===== src/design/tcm_pkg.sv =====
package tcm_pkg;
    // register map
    localparam logic [7:0]  CHAN_PAIR_MODE_CTRL_OFS = 8'h18;
    localparam logic [7:0]  CH2_OUT_STATUS_OFS      = 8'h1C;
    localparam logic [15:0] CHAN_PAIR_MODE_CTRL_RST = 16'h0000;
    // field positions in the mode control register
    localparam int CLR_EN_BIT  = 15;
    localparam int MODE_HI     = 14;
    localparam int MODE_LO     = 12;
    localparam int DIR_HI      = 9;
    localparam int DIR_LO      = 8;
    // status register bits
    localparam int STAT_REF_BIT  = 0;
    localparam int STAT_MAIN_BIT = 1;
    localparam int STAT_COMP_BIT = 2;
    localparam int STAT_OUT_BIT  = 3;
    // lock level and direction codes
    localparam logic [1:0] LOCK_LEVEL_3  = 2'h3;
    localparam logic [1:0] DIR_OUTPUT    = 2'h0;
    // output compare modes
    typedef enum logic [2:0] {
        MODE_FROZEN   = 3'h0,
        MODE_SET      = 3'h1,
        MODE_CLEAR    = 3'h2,
        MODE_TOGGLE   = 3'h3,
        MODE_FORCE_LO = 3'h4,
        MODE_FORCE_HI = 3'h5,
        MODE_PWM1     = 3'h6,
        MODE_PWM2     = 3'h7
    } tcm_mode_t;
endpackage


===== src/design/tcm_ch2_output_compare.sv =====
// Implementation choice: the plain strobed port.
`timescale 1ns/1ps
// Overview of operation
// direction field picks output compare or capture
// clear enable: trigger high forces reference low
// mode field bits 14..12 selects reference behaviour
// reference active high; pins follow polarity bits
// frozen mode keeps reference unchanged
// mode 001 sets reference on match
// mode 010 clears reference on match
// mode 011 toggles reference on match
// mode 100 forces reference low
// mode 101 forces reference high
// PWM1: up low above compare, down opposite
// PWM2 inverts PWM1 behaviour
// mode writes ignored at lock 3, output
// PWM changes only on result change or entry
module tcm_ch2_output_compare
    import tcm_pkg::*;
#(
    parameter int CNT_W = 16
) (
    // clock and reset
    input  wire logic             core_clk,
    input  wire logic             rst_n,
    // register port
    input  wire logic [7:0]       regAddr,
    input  wire logic [15:0]      regWdata,
    input  wire logic             regWr,
    input  wire logic             regRd,
    output logic      [15:0]      regRdata,
    // timer core
    input  wire logic [CNT_W-1:0] coreCount,
    input  wire logic             countDown,
    input  wire logic [CNT_W-1:0] compareValue,
    input  wire logic             filteredExternalTrigger,
    input  wire logic [1:0]       lockLevel,
    input  wire logic             ch2MainPolarity,
    input  wire logic             ch2ComplementPolarity,
    // channel outputs
    output logic                  ch2OutputReference,
    output logic                  ch2MainOutput,
    output logic                  ch2ComplementOutput,
    output logic                  ch2IsOutput
);

    // pwm comparison result: true when reference should be active
    function automatic logic pwmActive(input logic above, input logic down, input logic inv);
        logic act;
        act = down ? above : !above;
        return inv ? !act : act;
    endfunction

    logic [15:0] ctrl_r;
    logic [15:0] ctrlNxt;
    logic        ref_r;
    logic        refNxt;
    logic        pwmRes_r;
    logic [2:0]  prevMode_r;
    logic [15:0] rdNxt;

    // register decode
    wire         ctrlSel   = regAddr == CHAN_PAIR_MODE_CTRL_OFS;
    wire         statSel   = regAddr == CH2_OUT_STATUS_OFS;
    wire         ctrlWr    = regWr && ctrlSel;
    wire [1:0]   dirField  = ctrl_r[DIR_HI:DIR_LO];
    wire         isOutput  = dirField == DIR_OUTPUT;
    wire         modeLock  = (lockLevel == LOCK_LEVEL_3) && isOutput;
    wire [2:0]   modeField = ctrl_r[MODE_HI:MODE_LO];
    wire         clearEn   = ctrl_r[CLR_EN_BIT];

    // control write, mode field held under lock
    always_comb begin
        ctrlNxt = ctrl_r;
        if (ctrlWr) begin
            ctrlNxt = regWdata;
            if (modeLock) begin
                ctrlNxt[MODE_HI:MODE_LO] = modeField;
            end
        end
    end

    // compare results
    wire         match     = coreCount == compareValue;
    wire         above     = coreCount > compareValue;
    wire         pwm2      = modeField == MODE_PWM2;
    wire         pwmNow    = pwmActive(above, countDown, pwm2);
    wire         isPwm     = (modeField == MODE_PWM1) || pwm2;
    wire         prevFroz  = prevMode_r == MODE_FROZEN;
    wire         pwmUpd    = (pwmNow != pwmRes_r) || prevFroz
                             || (prevMode_r != modeField);

    // reference next value by mode
    always_comb begin
        refNxt = ref_r;
        unique case (tcm_mode_t'(modeField))
            MODE_FROZEN:   refNxt = ref_r;
            MODE_SET:      if (match) refNxt = 1'b1;
            MODE_CLEAR:    if (match) refNxt = 1'b0;
            MODE_TOGGLE:   if (match) refNxt = !ref_r;
            MODE_FORCE_LO: refNxt = 1'b0;
            MODE_FORCE_HI: refNxt = 1'b1;
            MODE_PWM1,
            MODE_PWM2:     if (pwmUpd) refNxt = pwmNow;
        endcase
        if (!isOutput) begin
            refNxt = ref_r;
        end
        if (clearEn && filteredExternalTrigger) begin
            refNxt = 1'b0;
        end
    end

    // read mux
    always_comb begin
        rdNxt = 16'h0000;
        if (ctrlSel) begin
            rdNxt = ctrl_r;
        end else if (statSel) begin
            rdNxt[STAT_REF_BIT]  = ref_r;
            rdNxt[STAT_MAIN_BIT] = ch2MainOutput;
            rdNxt[STAT_COMP_BIT] = ch2ComplementOutput;
            rdNxt[STAT_OUT_BIT]  = isOutput;
        end
    end

    // control and read data registers
    always_ff @(posedge core_clk or negedge rst_n) begin
        if (!rst_n) begin
            ctrl_r   <= CHAN_PAIR_MODE_CTRL_RST;
            regRdata <= 16'h0000;
        end else begin
            ctrl_r   <= ctrlNxt;
            regRdata <= regRd ? rdNxt : 16'h0000;
        end
    end

    // reference and pwm history
    always_ff @(posedge core_clk or negedge rst_n) begin
        if (!rst_n) begin
            ref_r      <= 1'b0;
            pwmRes_r   <= 1'b0;
            prevMode_r <= 3'h0;
        end else begin
            ref_r      <= refNxt;
            pwmRes_r   <= isPwm ? pwmNow : pwmRes_r;
            prevMode_r <= modeField;
        end
    end

    // outputs, reference active high, pins per polarity
    always_ff @(posedge core_clk or negedge rst_n) begin
        if (!rst_n) begin
            ch2OutputReference  <= 1'b0;
            ch2MainOutput       <= 1'b0;
            ch2ComplementOutput <= 1'b0;
            ch2IsOutput         <= 1'b0;
        end else begin
            ch2OutputReference  <= refNxt;
            ch2MainOutput       <= refNxt ^ ch2MainPolarity;
            ch2ComplementOutput <= !refNxt ^ ch2ComplementPolarity;
            ch2IsOutput         <= isOutput;
        end
    end

endmodule


===== config.mk =====
export PLATFORM = sky130hd
export DESIGN_NAME = tcm_ch2_output_compare
export DESIGN_NICKNAME = d
export VERILOG_FILES = /design/src/design/tcm_pkg.sv /design/src/design/tcm_ch2_output_compare.sv
export SDC_FILE = /design/constraint.sdc
export NUM_CORES = 1
export LEC_CHECK = 0
export BUFFER_PORTS_ARGS = -buffer_cell sky130_fd_sc_hd__buf_2
export CORE_ASPECT_RATIO = 0.7
export CORE_MARGIN = 5
export CORE_UTILIZATION = 47
export DETAILED_ROUTE_END_ITERATION = 12
export PLACE_DENSITY_LB_ADDON = 0.15
export REMOVE_ABC_BUFFERS = 1
export SLEW_MARGIN = 20
export SYNTH_ARGS = -nofsm -noshare
export SYNTH_HDL_FRONTEND = slang
export SYNTH_SLANG_ARGS = --single-unit

===== constraint.sdc =====
create_clock -name core_clk -period 2.1 [get_ports core_clk]
set_input_delay 0.21 -clock core_clk [delete_from_list [all_inputs] [get_ports core_clk]]
set_output_delay 0.21 -clock core_clk [all_outputs]
set_load 0.02 [all_outputs]

==> impl_metrics.toml, run 1 <==
[sta]
setup_ws_ns = -0.2375
fin_skew_ns = 0.003523
worst_pin_slew_ns = 0.5809
timing.final.crit_share = 1.113
rsz0062_at_grt = "yes"
drv_slew = 0
fmax_mhz = 427.8
slew_headroom = 0.6128
setup_viol = 3
finalHoldViolCount = 0
timing.final.crit_period_ns = 2.338

[cells_and_area]
seq_area_sq_um = 1001
final_common_cell = "buf_2"
fillers = 343
fin_nets = 369
num_antenna_cells = 0
final_cell_mix = "buf_2 (78), dfrtp_1 (40), buf_4 (22)"
final_core_util = 0.6782
multiInputGateArea_sq_um = 1002
fin_cells = 341
layout-drive-gt1-share = 0.5210
synthToLayoutAreaGrowth_pct = 41.91

[critical_path]
cp.arrival_ns = 2.55
worstSetupStartpoint = "compareValue[14]"
r2r_end = "ch2MainOutput"
reg2regPathDepth = 8
startpoint_type = "primary input"
r2r_setup_slack_ns = 0.20
crit_path_end_kind = "flip-flop"
crit_type = "in -> reg"
cp.required_ns = 2.31
worst-path-max-fanout = 3
reg2reg_from = "ch2OutputReference"
crit_end = "ch2MainOutput"

[yosys]
ys_async_sr_fraction = 1.000
yosys.area.top_type = "dfrtp_1"
syn_inst = 176
ys_seq_area_frac = 0.4923
ys_types = 39
synth_edf_count = 0
synth_ff_type = "dfrtp_1"
ys_ff_latch = 40
yosysWarnings = 0
syn_area_sq_um = 2033
syn_area_per_cell_sq_um = 11.55
synth.area.top_cells = "dfrtp_1 (49%), ha_1 (11%), mux2_2 (8.9%)"
synth_top_area_share = 0.4923

[drt]
ant_nets = 0
vias = 1658
drt_wl_total_um = 4707
drcViolationCount = 0
drtIter0Drc = 63
viasPerCell = 4.862
wl_per_cell_um = 13.80
firstDrtPassIters = 4

[grt]
grt_antenna_before_repair = 0
grt.total_usage = 0.1778
grt_pass1_wl_um = 7907
use_met1 = 0.2363
grt_max_degree = 28
grt.busiest_layer = "met2"
overflow = 0
grt_use_met3 = 0.05210
grt.met2_usage = 0.2836
grt_pass1_vias = 1787

[place]
gp_congestion = 0.8137
dpl.hpwl_um = 3534
numPortBuffers = 85
pre_cts_ws_ns = -0.5639
dp_cells = 322

[pwr]
power_density_nw_per_um2 = 630.5
leakage_nw = 1.585
finalPower_mw = 1.819
vdd_ir_drop_max_v = 0.0004141

[clock_network]
clk_latency_ns = 0.28
cts_inserted_buffers = 5
cts.sink_count = 40
clk_pin_slew_ns = 0.07
cts-root-buf = "clkbuf_8"
ctsHtreeMaxLevel = 2
cts_tree = "built"
cts_buffer_depth = 2

[flow_run]
cap_violations = 0

[min_path]
hp-class = "in -> reg"

[outcome]
violations = "setup timing"
status = "complete, but fails checks"

[die]
die-width_um = 88.61
die_area_sq_um = 5762
core_area_sq_um = 4254
start_util = 0.4779
die_h_um = 65.03
placementRows = 20
boundaryPins = 86
==> flip-flops by register name, indices dropped and copies added (netlist names) <==
register / cells
ch2IsOutput: 1
ch2ComplementOutput: 1
ctrl_r: 16
prevMode_r: 3
ch2MainOutput: 1
ch2OutputReference: 1
pwmRes_r: 1
regRdata: 16
==> metrics by stage <==
step                      cell area [sq um]  TNS, ns  hold WS [ns]
final                                  2885  -0.5742        0.1314
after global routing                   2885   -1.036        0.1133
after CTS                              2846  -0.2444        0.1267
after detailed placement               2571   -1.486        0.2428
after global placement                 2571   -1.084        0.2438
after floorplan                        1987  -0.5346      -0.08559
==> Yosys cell counts, drive strengths merged, types with 2 or more instances <==
library cell  number
ha                18
a21oi              6
inv               19
xor2               3
mux2              16
o21ai              3
nand2              7
a211oi             2
xnor2              3
buf                4
nand2b             2
mux2i              5
o31ai              2
and2              12
dfrtp             40
nor2              12
nand4              3
nor3               3
clkbuf             2
==> cell type report <==
cell class / instances / area share
Timing Repair Buffer: 108 / 0.2233
Inverter: 19 / 0.02732
Tap cell: 55 / 0.02385
Sequential cell: 40 / 0.3469
Clock buffer: 8 / 0.03122
Multi-Input combinational cell: 111 / 0.3474
==> cell families (layout without fill, tap and decap cells) <==
group / count (synthesis) / in the layout / share of synthesized area
adder cells (fa/ha/maj): 18 / 18 / 0.1108
buffers and inverters: 25 / 135 / 0.05784
multiplexers: 21 / 21 / 0.1132
XOR/XNOR: 6 / 6 / 0.02954
AND/OR/NAND/NOR: 45 / 45 / 0.1219
AO/OA/AOI/OAI: 21 / 21 / 0.07446
flip-flops: 40 / 40 / 0.4923
==> how the worst min path moves through the flow <==
stage                                from                  end  slack (ns)  cells after the start
global placement                    rst_n         regRdata[12]        0.24                      1
CTS                       ch2MainPolarity        ch2MainOutput        0.13                      2
finish              ch2ComplementPolarity  ch2ComplementOutput        0.13                      2
global route        ch2ComplementPolarity  ch2ComplementOutput        0.11                      2
detailed placement                  rst_n         regRdata[12]        0.24                      1
floorplan                           rst_n  ch2ComplementOutput       -0.09                      0
==> critical path, stage by stage <==
cell and delay [ns]:
buf_6 0.08, inv_4 0.03, ha_4 0.25, nand4_1 0.17, nor3_2 0.20, nand4_1 0.17, ha_1 0.32, mux2i_1 0.09
a221oi_2 0.26, nor3_2 0.07, a222oi_1 0.29, o21a_2 0.27, xor2_2 0.14
==> layer usage <==
layer,vias up,wire [um]
met4,0,70
li1,815,-
met2,50,2287
met1,784,2024
met5,-,0
met3,9,324
==> what timing repair did <==
item	4_1_cts	5_1_grt
gates resized for setup	15	8
hold buffers	1	0
setup endpoints to repair	3	4
setup buffers	10	0
pin swaps	1	3
endpoints found under the hold margin	25	0
==> report_power, final <==
group / internal [mW] / switching [mW] / leakage, nW / total (mW)
Combinational: 0.226 / 0.231 / 0.997 / 0.457
Clock: 0.268 / 0.236 / 0.0455 / 0.504
Sequential: 0.822 / 0.0370 / 0.542 / 0.859
Total: 1.32 / 0.504 / 1.58 / 1.82
Power figures use the tool's default switching activity.
==> run 2, diff against run 1 <==
==> constraint.sdc (replaced) <==
create_clock -name core_clk -period 2.1 [get_ports core_clk]
set_input_delay 0.315 -clock core_clk [delete_from_list [all_inputs] [get_ports core_clk]]
set_output_delay 0.315 -clock core_clk [all_outputs]
set_load 0.02 [all_outputs]
==> impl_metrics.toml, run 2 (same netlist as run 1, synthesis figures left out) <==
[place]
dp_cells = 321
dpl.hpwl_um = 3335
numPortBuffers = 85
gp_congestion = 0.8147
place_area_sq_um = 2564

[grt]
grt_antenna_before_repair = 0
grt_max_degree = 41
grt.total_usage = 0.1698
overflow = 0
grt_pass1_vias = 1671
grt_pass1_wl_um = 7479

[pwr]
vdd_ir_drop_max_v = 0.0004068
leakage_nw = 1.558
power_density_nw_per_um2 = 642.4
finalPower_mw = 1.810

[die]
core_area_sq_um = 4254
die_area_sq_um = 5762
placementRows = 20
die_h_um = 65.03
die-width_um = 88.61
start_util = 0.4779
boundaryPins = 86

[cells_and_area]
num_antenna_cells = 0
largestRegisters = "ctrl_r x16, regRdata x16, prevMode_r x3"
final_common_cell = "buf_2"
final_core_util = 0.6624
fin_nets = 363
synthToLayoutAreaGrowth_pct = 38.58
final_cell_mix = "buf_2 (78), dfrtp_1 (40), buf_4 (17)"
layout-drive-gt1-share = 0.5179
fin_cells = 335
finalInstanceArea_sq_um = 2818

[drt]
ant_nets = 0
wl_per_cell_um = 13.40
vias = 1608
drtIter0Drc = 77
viasPerCell = 4.800
drt_wl_total_um = 4490
drcViolationCount = 0
firstDrtPassIters = 4

[clock_network]
cts_buffer_depth = 2
ctsHtreeMaxLevel = 2
clk_pin_slew_ns = 0.08
cts_inserted_buffers = 5
postCtsHoldBufs = 0
cts-root-buf = "clkbuf_8"
clk_latency_ns = 0.29
cts.sink_count = 40
cts_tree = "built"

[critical_path]
cp.arrival_ns = 2.69
crit_type = "in -> reg"
startpoint_type = "primary input"
worst-path-max-fanout = 3
cp.required_ns = 2.32
crit_path_end_kind = "flip-flop"

[outcome]
violations = "setup timing"
status = "complete, but fails checks"

[sta]
setup_ws_ns = -0.3673
finalSetupTns_ns = -0.9423
drv_slew = 0
setup_viol = 3
timing.final.crit_share = 1.175
timing.final.crit_period_ns = 2.467
rsz0062_at_grt = "yes"
finalHoldViolCount = 0
fmax_mhz = 405.3
slew_headroom = 0.6722
worst_pin_slew_ns = 0.4918
fin_skew_ns = 0.009830

[flow_run]
cap_violations = 0

[min_path]
hp-class = "in -> async"
[run 2: where the power goes]
group / internal, mW / switching (mW) / total (mW)
Sequential: 0.821 / 0.0365 / 0.858
Clock: 0.262 / 0.256 / 0.518
Combinational: 0.214 / 0.220 / 0.434
[run 2: per-stage QoR]
stage,hold slack (ns),setup WS [ns]
6_report,0.07273,-0.3673
5_1_grt,0.1151,-0.4698
4_1_cts,0.08540,-0.1994
3_5_place_dp,0.3967,-0.6163
3_3_place_gp,0.4032,-0.5079
2_1_floorplan,0.01941,-0.3243
[run 2: final timing paths]
check                                       from             endpoint  slack [ns]  depth (start not counted)
max                             compareValue[13]        ch2MainOutput       -0.37                         13
min                                        rst_n          regRdata[8]        0.07                          2
max reg2reg                           ctrl_r[13]        ch2MainOutput        0.19                          7
min reg2reg                            ctrl_r[4]          regRdata[4]        0.48                          1
max in group asynchronous                  rst_n          regRdata[6]        1.68                          2
min in group core_clk      ch2ComplementPolarity  ch2ComplementOutput        0.21                          2
[run 2: area by class of cell]
cell class	count	area, sq um
Timing Repair Buffer	102	596.8
Multi-Input combinational cell	111	984.7
Clock buffer	6	82.58
Sequential cell	40	1001
Fill cell	347	1436
Tap cell	55	68.82
Inverter	19	73.82
Clock inverter	2	10.01
[run 2: repair_timing]
item	in CTS	in global routing
pin swaps	3	4
buffers inserted	6	1
endpoints found under the setup margin	3	4
resized for setup	17	3
[run 2: metal layers]
metal / vias to the layer above / global-route usage / share of wire
met5: - / 0 / 0
met4: 0 / 0.04528 / 0.010
met3: 5 / 0.06480 / 0.093
met2: 58 / 0.2621 / 0.46
met1: 743 / 0.2237 / 0.44
li1: 802 / - / -
[run 2: worst max-delay path, cell delays in order]
cell	delay (ns)
buf_6	0.07
inv_2	0.04
ha_4	0.26
nand4_1	0.16
nor3_2	0.22
nand4_1	0.17
ha_1	0.31
mux2i_1	0.08
a221oi_2	0.30
nor3_2	0.08
a222oi_1	0.29
o21a_2	0.25
xor2_2	0.14
==> run 3, diff against run 2 <==
--- a/config.mk
+++ b/config.mk
@@ -5,11 +5,12 @@
 export SDC_FILE = /design/constraint.sdc
 export NUM_CORES = 1
 export LEC_CHECK = 0
-export BUFFER_PORTS_ARGS = -buffer_cell sky130_fd_sc_hd__buf_2
+export BUFFER_PORTS_ARGS = -buffer_cell sky130_fd_sc_hd__buf_4
 export CORE_ASPECT_RATIO = 0.7
 export CORE_MARGIN = 5
 export CORE_UTILIZATION = 47
 export DETAILED_ROUTE_END_ITERATION = 12
+export MAX_ROUTING_LAYER = met4
 export PLACE_DENSITY_LB_ADDON = 0.15
 export REMOVE_ABC_BUFFERS = 1
 export SLEW_MARGIN = 20
==> impl_metrics.toml, run 3 (same netlist as run 1, synthesis figures left out) <==
[outcome]
status = "complete, but fails checks"
violations = "hold timing, setup timing"

[grt]
grt_pass1_vias = 1812
overflow = 0
grt_max_degree = 41
grt_antenna_before_repair = 0
grt.total_usage = 0.1849
grt_pass1_wl_um = 7990

[critical_path]
r2r_setup_slack_ns = 0.26
worst-path-max-fanout = 3
crit_end = "ch2ComplementOutput"
cp_slowest_cell = "ha_1"
cp.arrival_ns = 2.57
crit_path_end_kind = "flip-flop"
worstSetupStartpoint = "compareValue[15]"
cpPeakStageDelay_ns = 0.31
cpMostUsedCell = "nand4_1"
crit_type = "in -> reg"
reg2regPathDepth = 7
crit_chain = "buf_6, inv_4, ha_4, nand4_1, nor3_4, nand4_1, ha_1, mux2i_1, a221oi_2, nor3_2, a222oi_1, o21a_2, xnor2_1"
cp.required_ns = 2.31
reg2reg_from = "ctrl_r[13]"
startpoint_type = "primary input"
r2r_end = "ch2ComplementOutput"

[sta]
setup_ws_ns = -0.2618
fmax_mhz = 423.4
timing.final.crit_period_ns = 2.362
drv_slew = 0
slew_headroom = 0.6728
worst_pin_slew_ns = 0.4909
fin_skew_ns = 0.006768
rsz0062_at_grt = "yes"
hold_ws_ns = -0.01082
timing.final.crit_share = 1.125
setup_viol = 3
finalHoldViolCount = 37

[cells_and_area]
final_core_util = 0.7182
final_common_cell = "buf_4"
fin_cells = 333
synthToLayoutAreaGrowth_pct = 50.28
finalInstanceArea_sq_um = 3055
fin_nets = 361
num_antenna_cells = 0
largestRegisters = "ctrl_r x16, regRdata x16, prevMode_r x3"
final_cell_mix = "buf_4 (92), dfrtp_1 (40), mux2_2 (16)"
layout-drive-gt1-share = 0.5252

[die]
placementRows = 20
die_h_um = 65.03
boundaryPins = 86
start_util = 0.4779
die-width_um = 88.61
core_area_sq_um = 4254
die_area_sq_um = 5762

[place]
dp_cells = 319
numPortBuffers = 85
dpl.hpwl_um = 3585
pre_cts_ws_ns = -0.6061
place_area_sq_um = 2761
gp_congestion = 0.8284

[min_path]
hp-class = "in -> async"

[clock_network]
cts_buffer_depth = 2
cts.sink_count = 40
cts_tree = "built"
clk_latency_ns = 0.29
cts-root-buf = "clkbuf_8"
postCtsHoldBufs = 0
clk_pin_slew_ns = 0.08
ctsHtreeMaxLevel = 2
cts_inserted_buffers = 5

[drt]
drt_wl_total_um = 4688
ant_nets = 0
drtIter0Drc = 56
drcViolationCount = 0
viasPerCell = 4.883
vias = 1626
firstDrtPassIters = 4
wl_per_cell_um = 14.08

[flow_run]
cap_violations = 0

[pwr]
vdd_ir_drop_max_v = 0.0005194
leakage_nw = 1.620
power_density_nw_per_um2 = 666.4
==> run 3: changes by cell type in the layout (fill, tap and decap cells not counted), sizes merged <==
| cell | before | now |
|---|---|---|
| buf | 102 | 100 |
| clkinv | 2 | 0 |
| bufinv | 0 | 1 |
| clkbuf | 6 | 7 |
==> run 3: metrics by stage <==
step	TNS, ns	power, mW
finish	-0.7569	2.036
floorplan	-0.8496	1.084
global placement	-1.445	1.310
CTS	-0.5552	2.041
global route	-1.147	2.137
detailed placement	-1.679	1.320
==> run 3: final cells by class <==
class                   instances  area (sq um)
inverters                      19         73.82
multi-input cells             111          1005
clock buffers                   7         96.34
flip-flops and latches         40          1001
well taps                      55         68.82
fillers                       326          1199
clock inverters                 1         30.03
repair buffers                100         780.7
==> run 3: how the worst min path moves through the flow <==
stage	to	slack, ns	cells past startpoint
finish	regRdata[8]	-0.01	1
global route	regRdata[4]	0.03	1
CTS	regRdata[8]	0.003	1
detailed placement	regRdata[12]	0.32	1
global placement	regRdata[12]	0.31	1
floorplan	ch2ComplementOutput	0.02	0
==> run 3: per-layer routing <==
metal  wire length (um)  part of all wire  up-vias  track usage
met2               2226              0.47       46       0.2929
met5                  0                 0        -            -
met3                333             0.071        6      0.05718
met1               2085              0.44      774       0.2297
li1                   -                 -      800            -
met4                 42            0.0090        0      0.05094
==> run 3: power by group <==
group / internal (mW) / switching, mW
clock: 0.419 / 0.264
combinational: 0.268 / 0.224
sequential: 0.821 / 0.0392
==> run 3: timing repair <==
action                                  in CTS  in global routing
setup buffers                                6                  2
pin swaps                                    4                  4
endpoints found under the setup margin       3                  4
resized for setup                           20                  5
==> run 3: critical path: cells and delay by family <==
kind                       cells  cell delay, ns
and+or+nand+nor                4            0.62
AOI/OAI and AO/OA              3            0.77
buffers and inverters          2            0.10
xor gates and xnor gates       1            0.12
adders and majority gates      2            0.56
muxes                          1            0.07
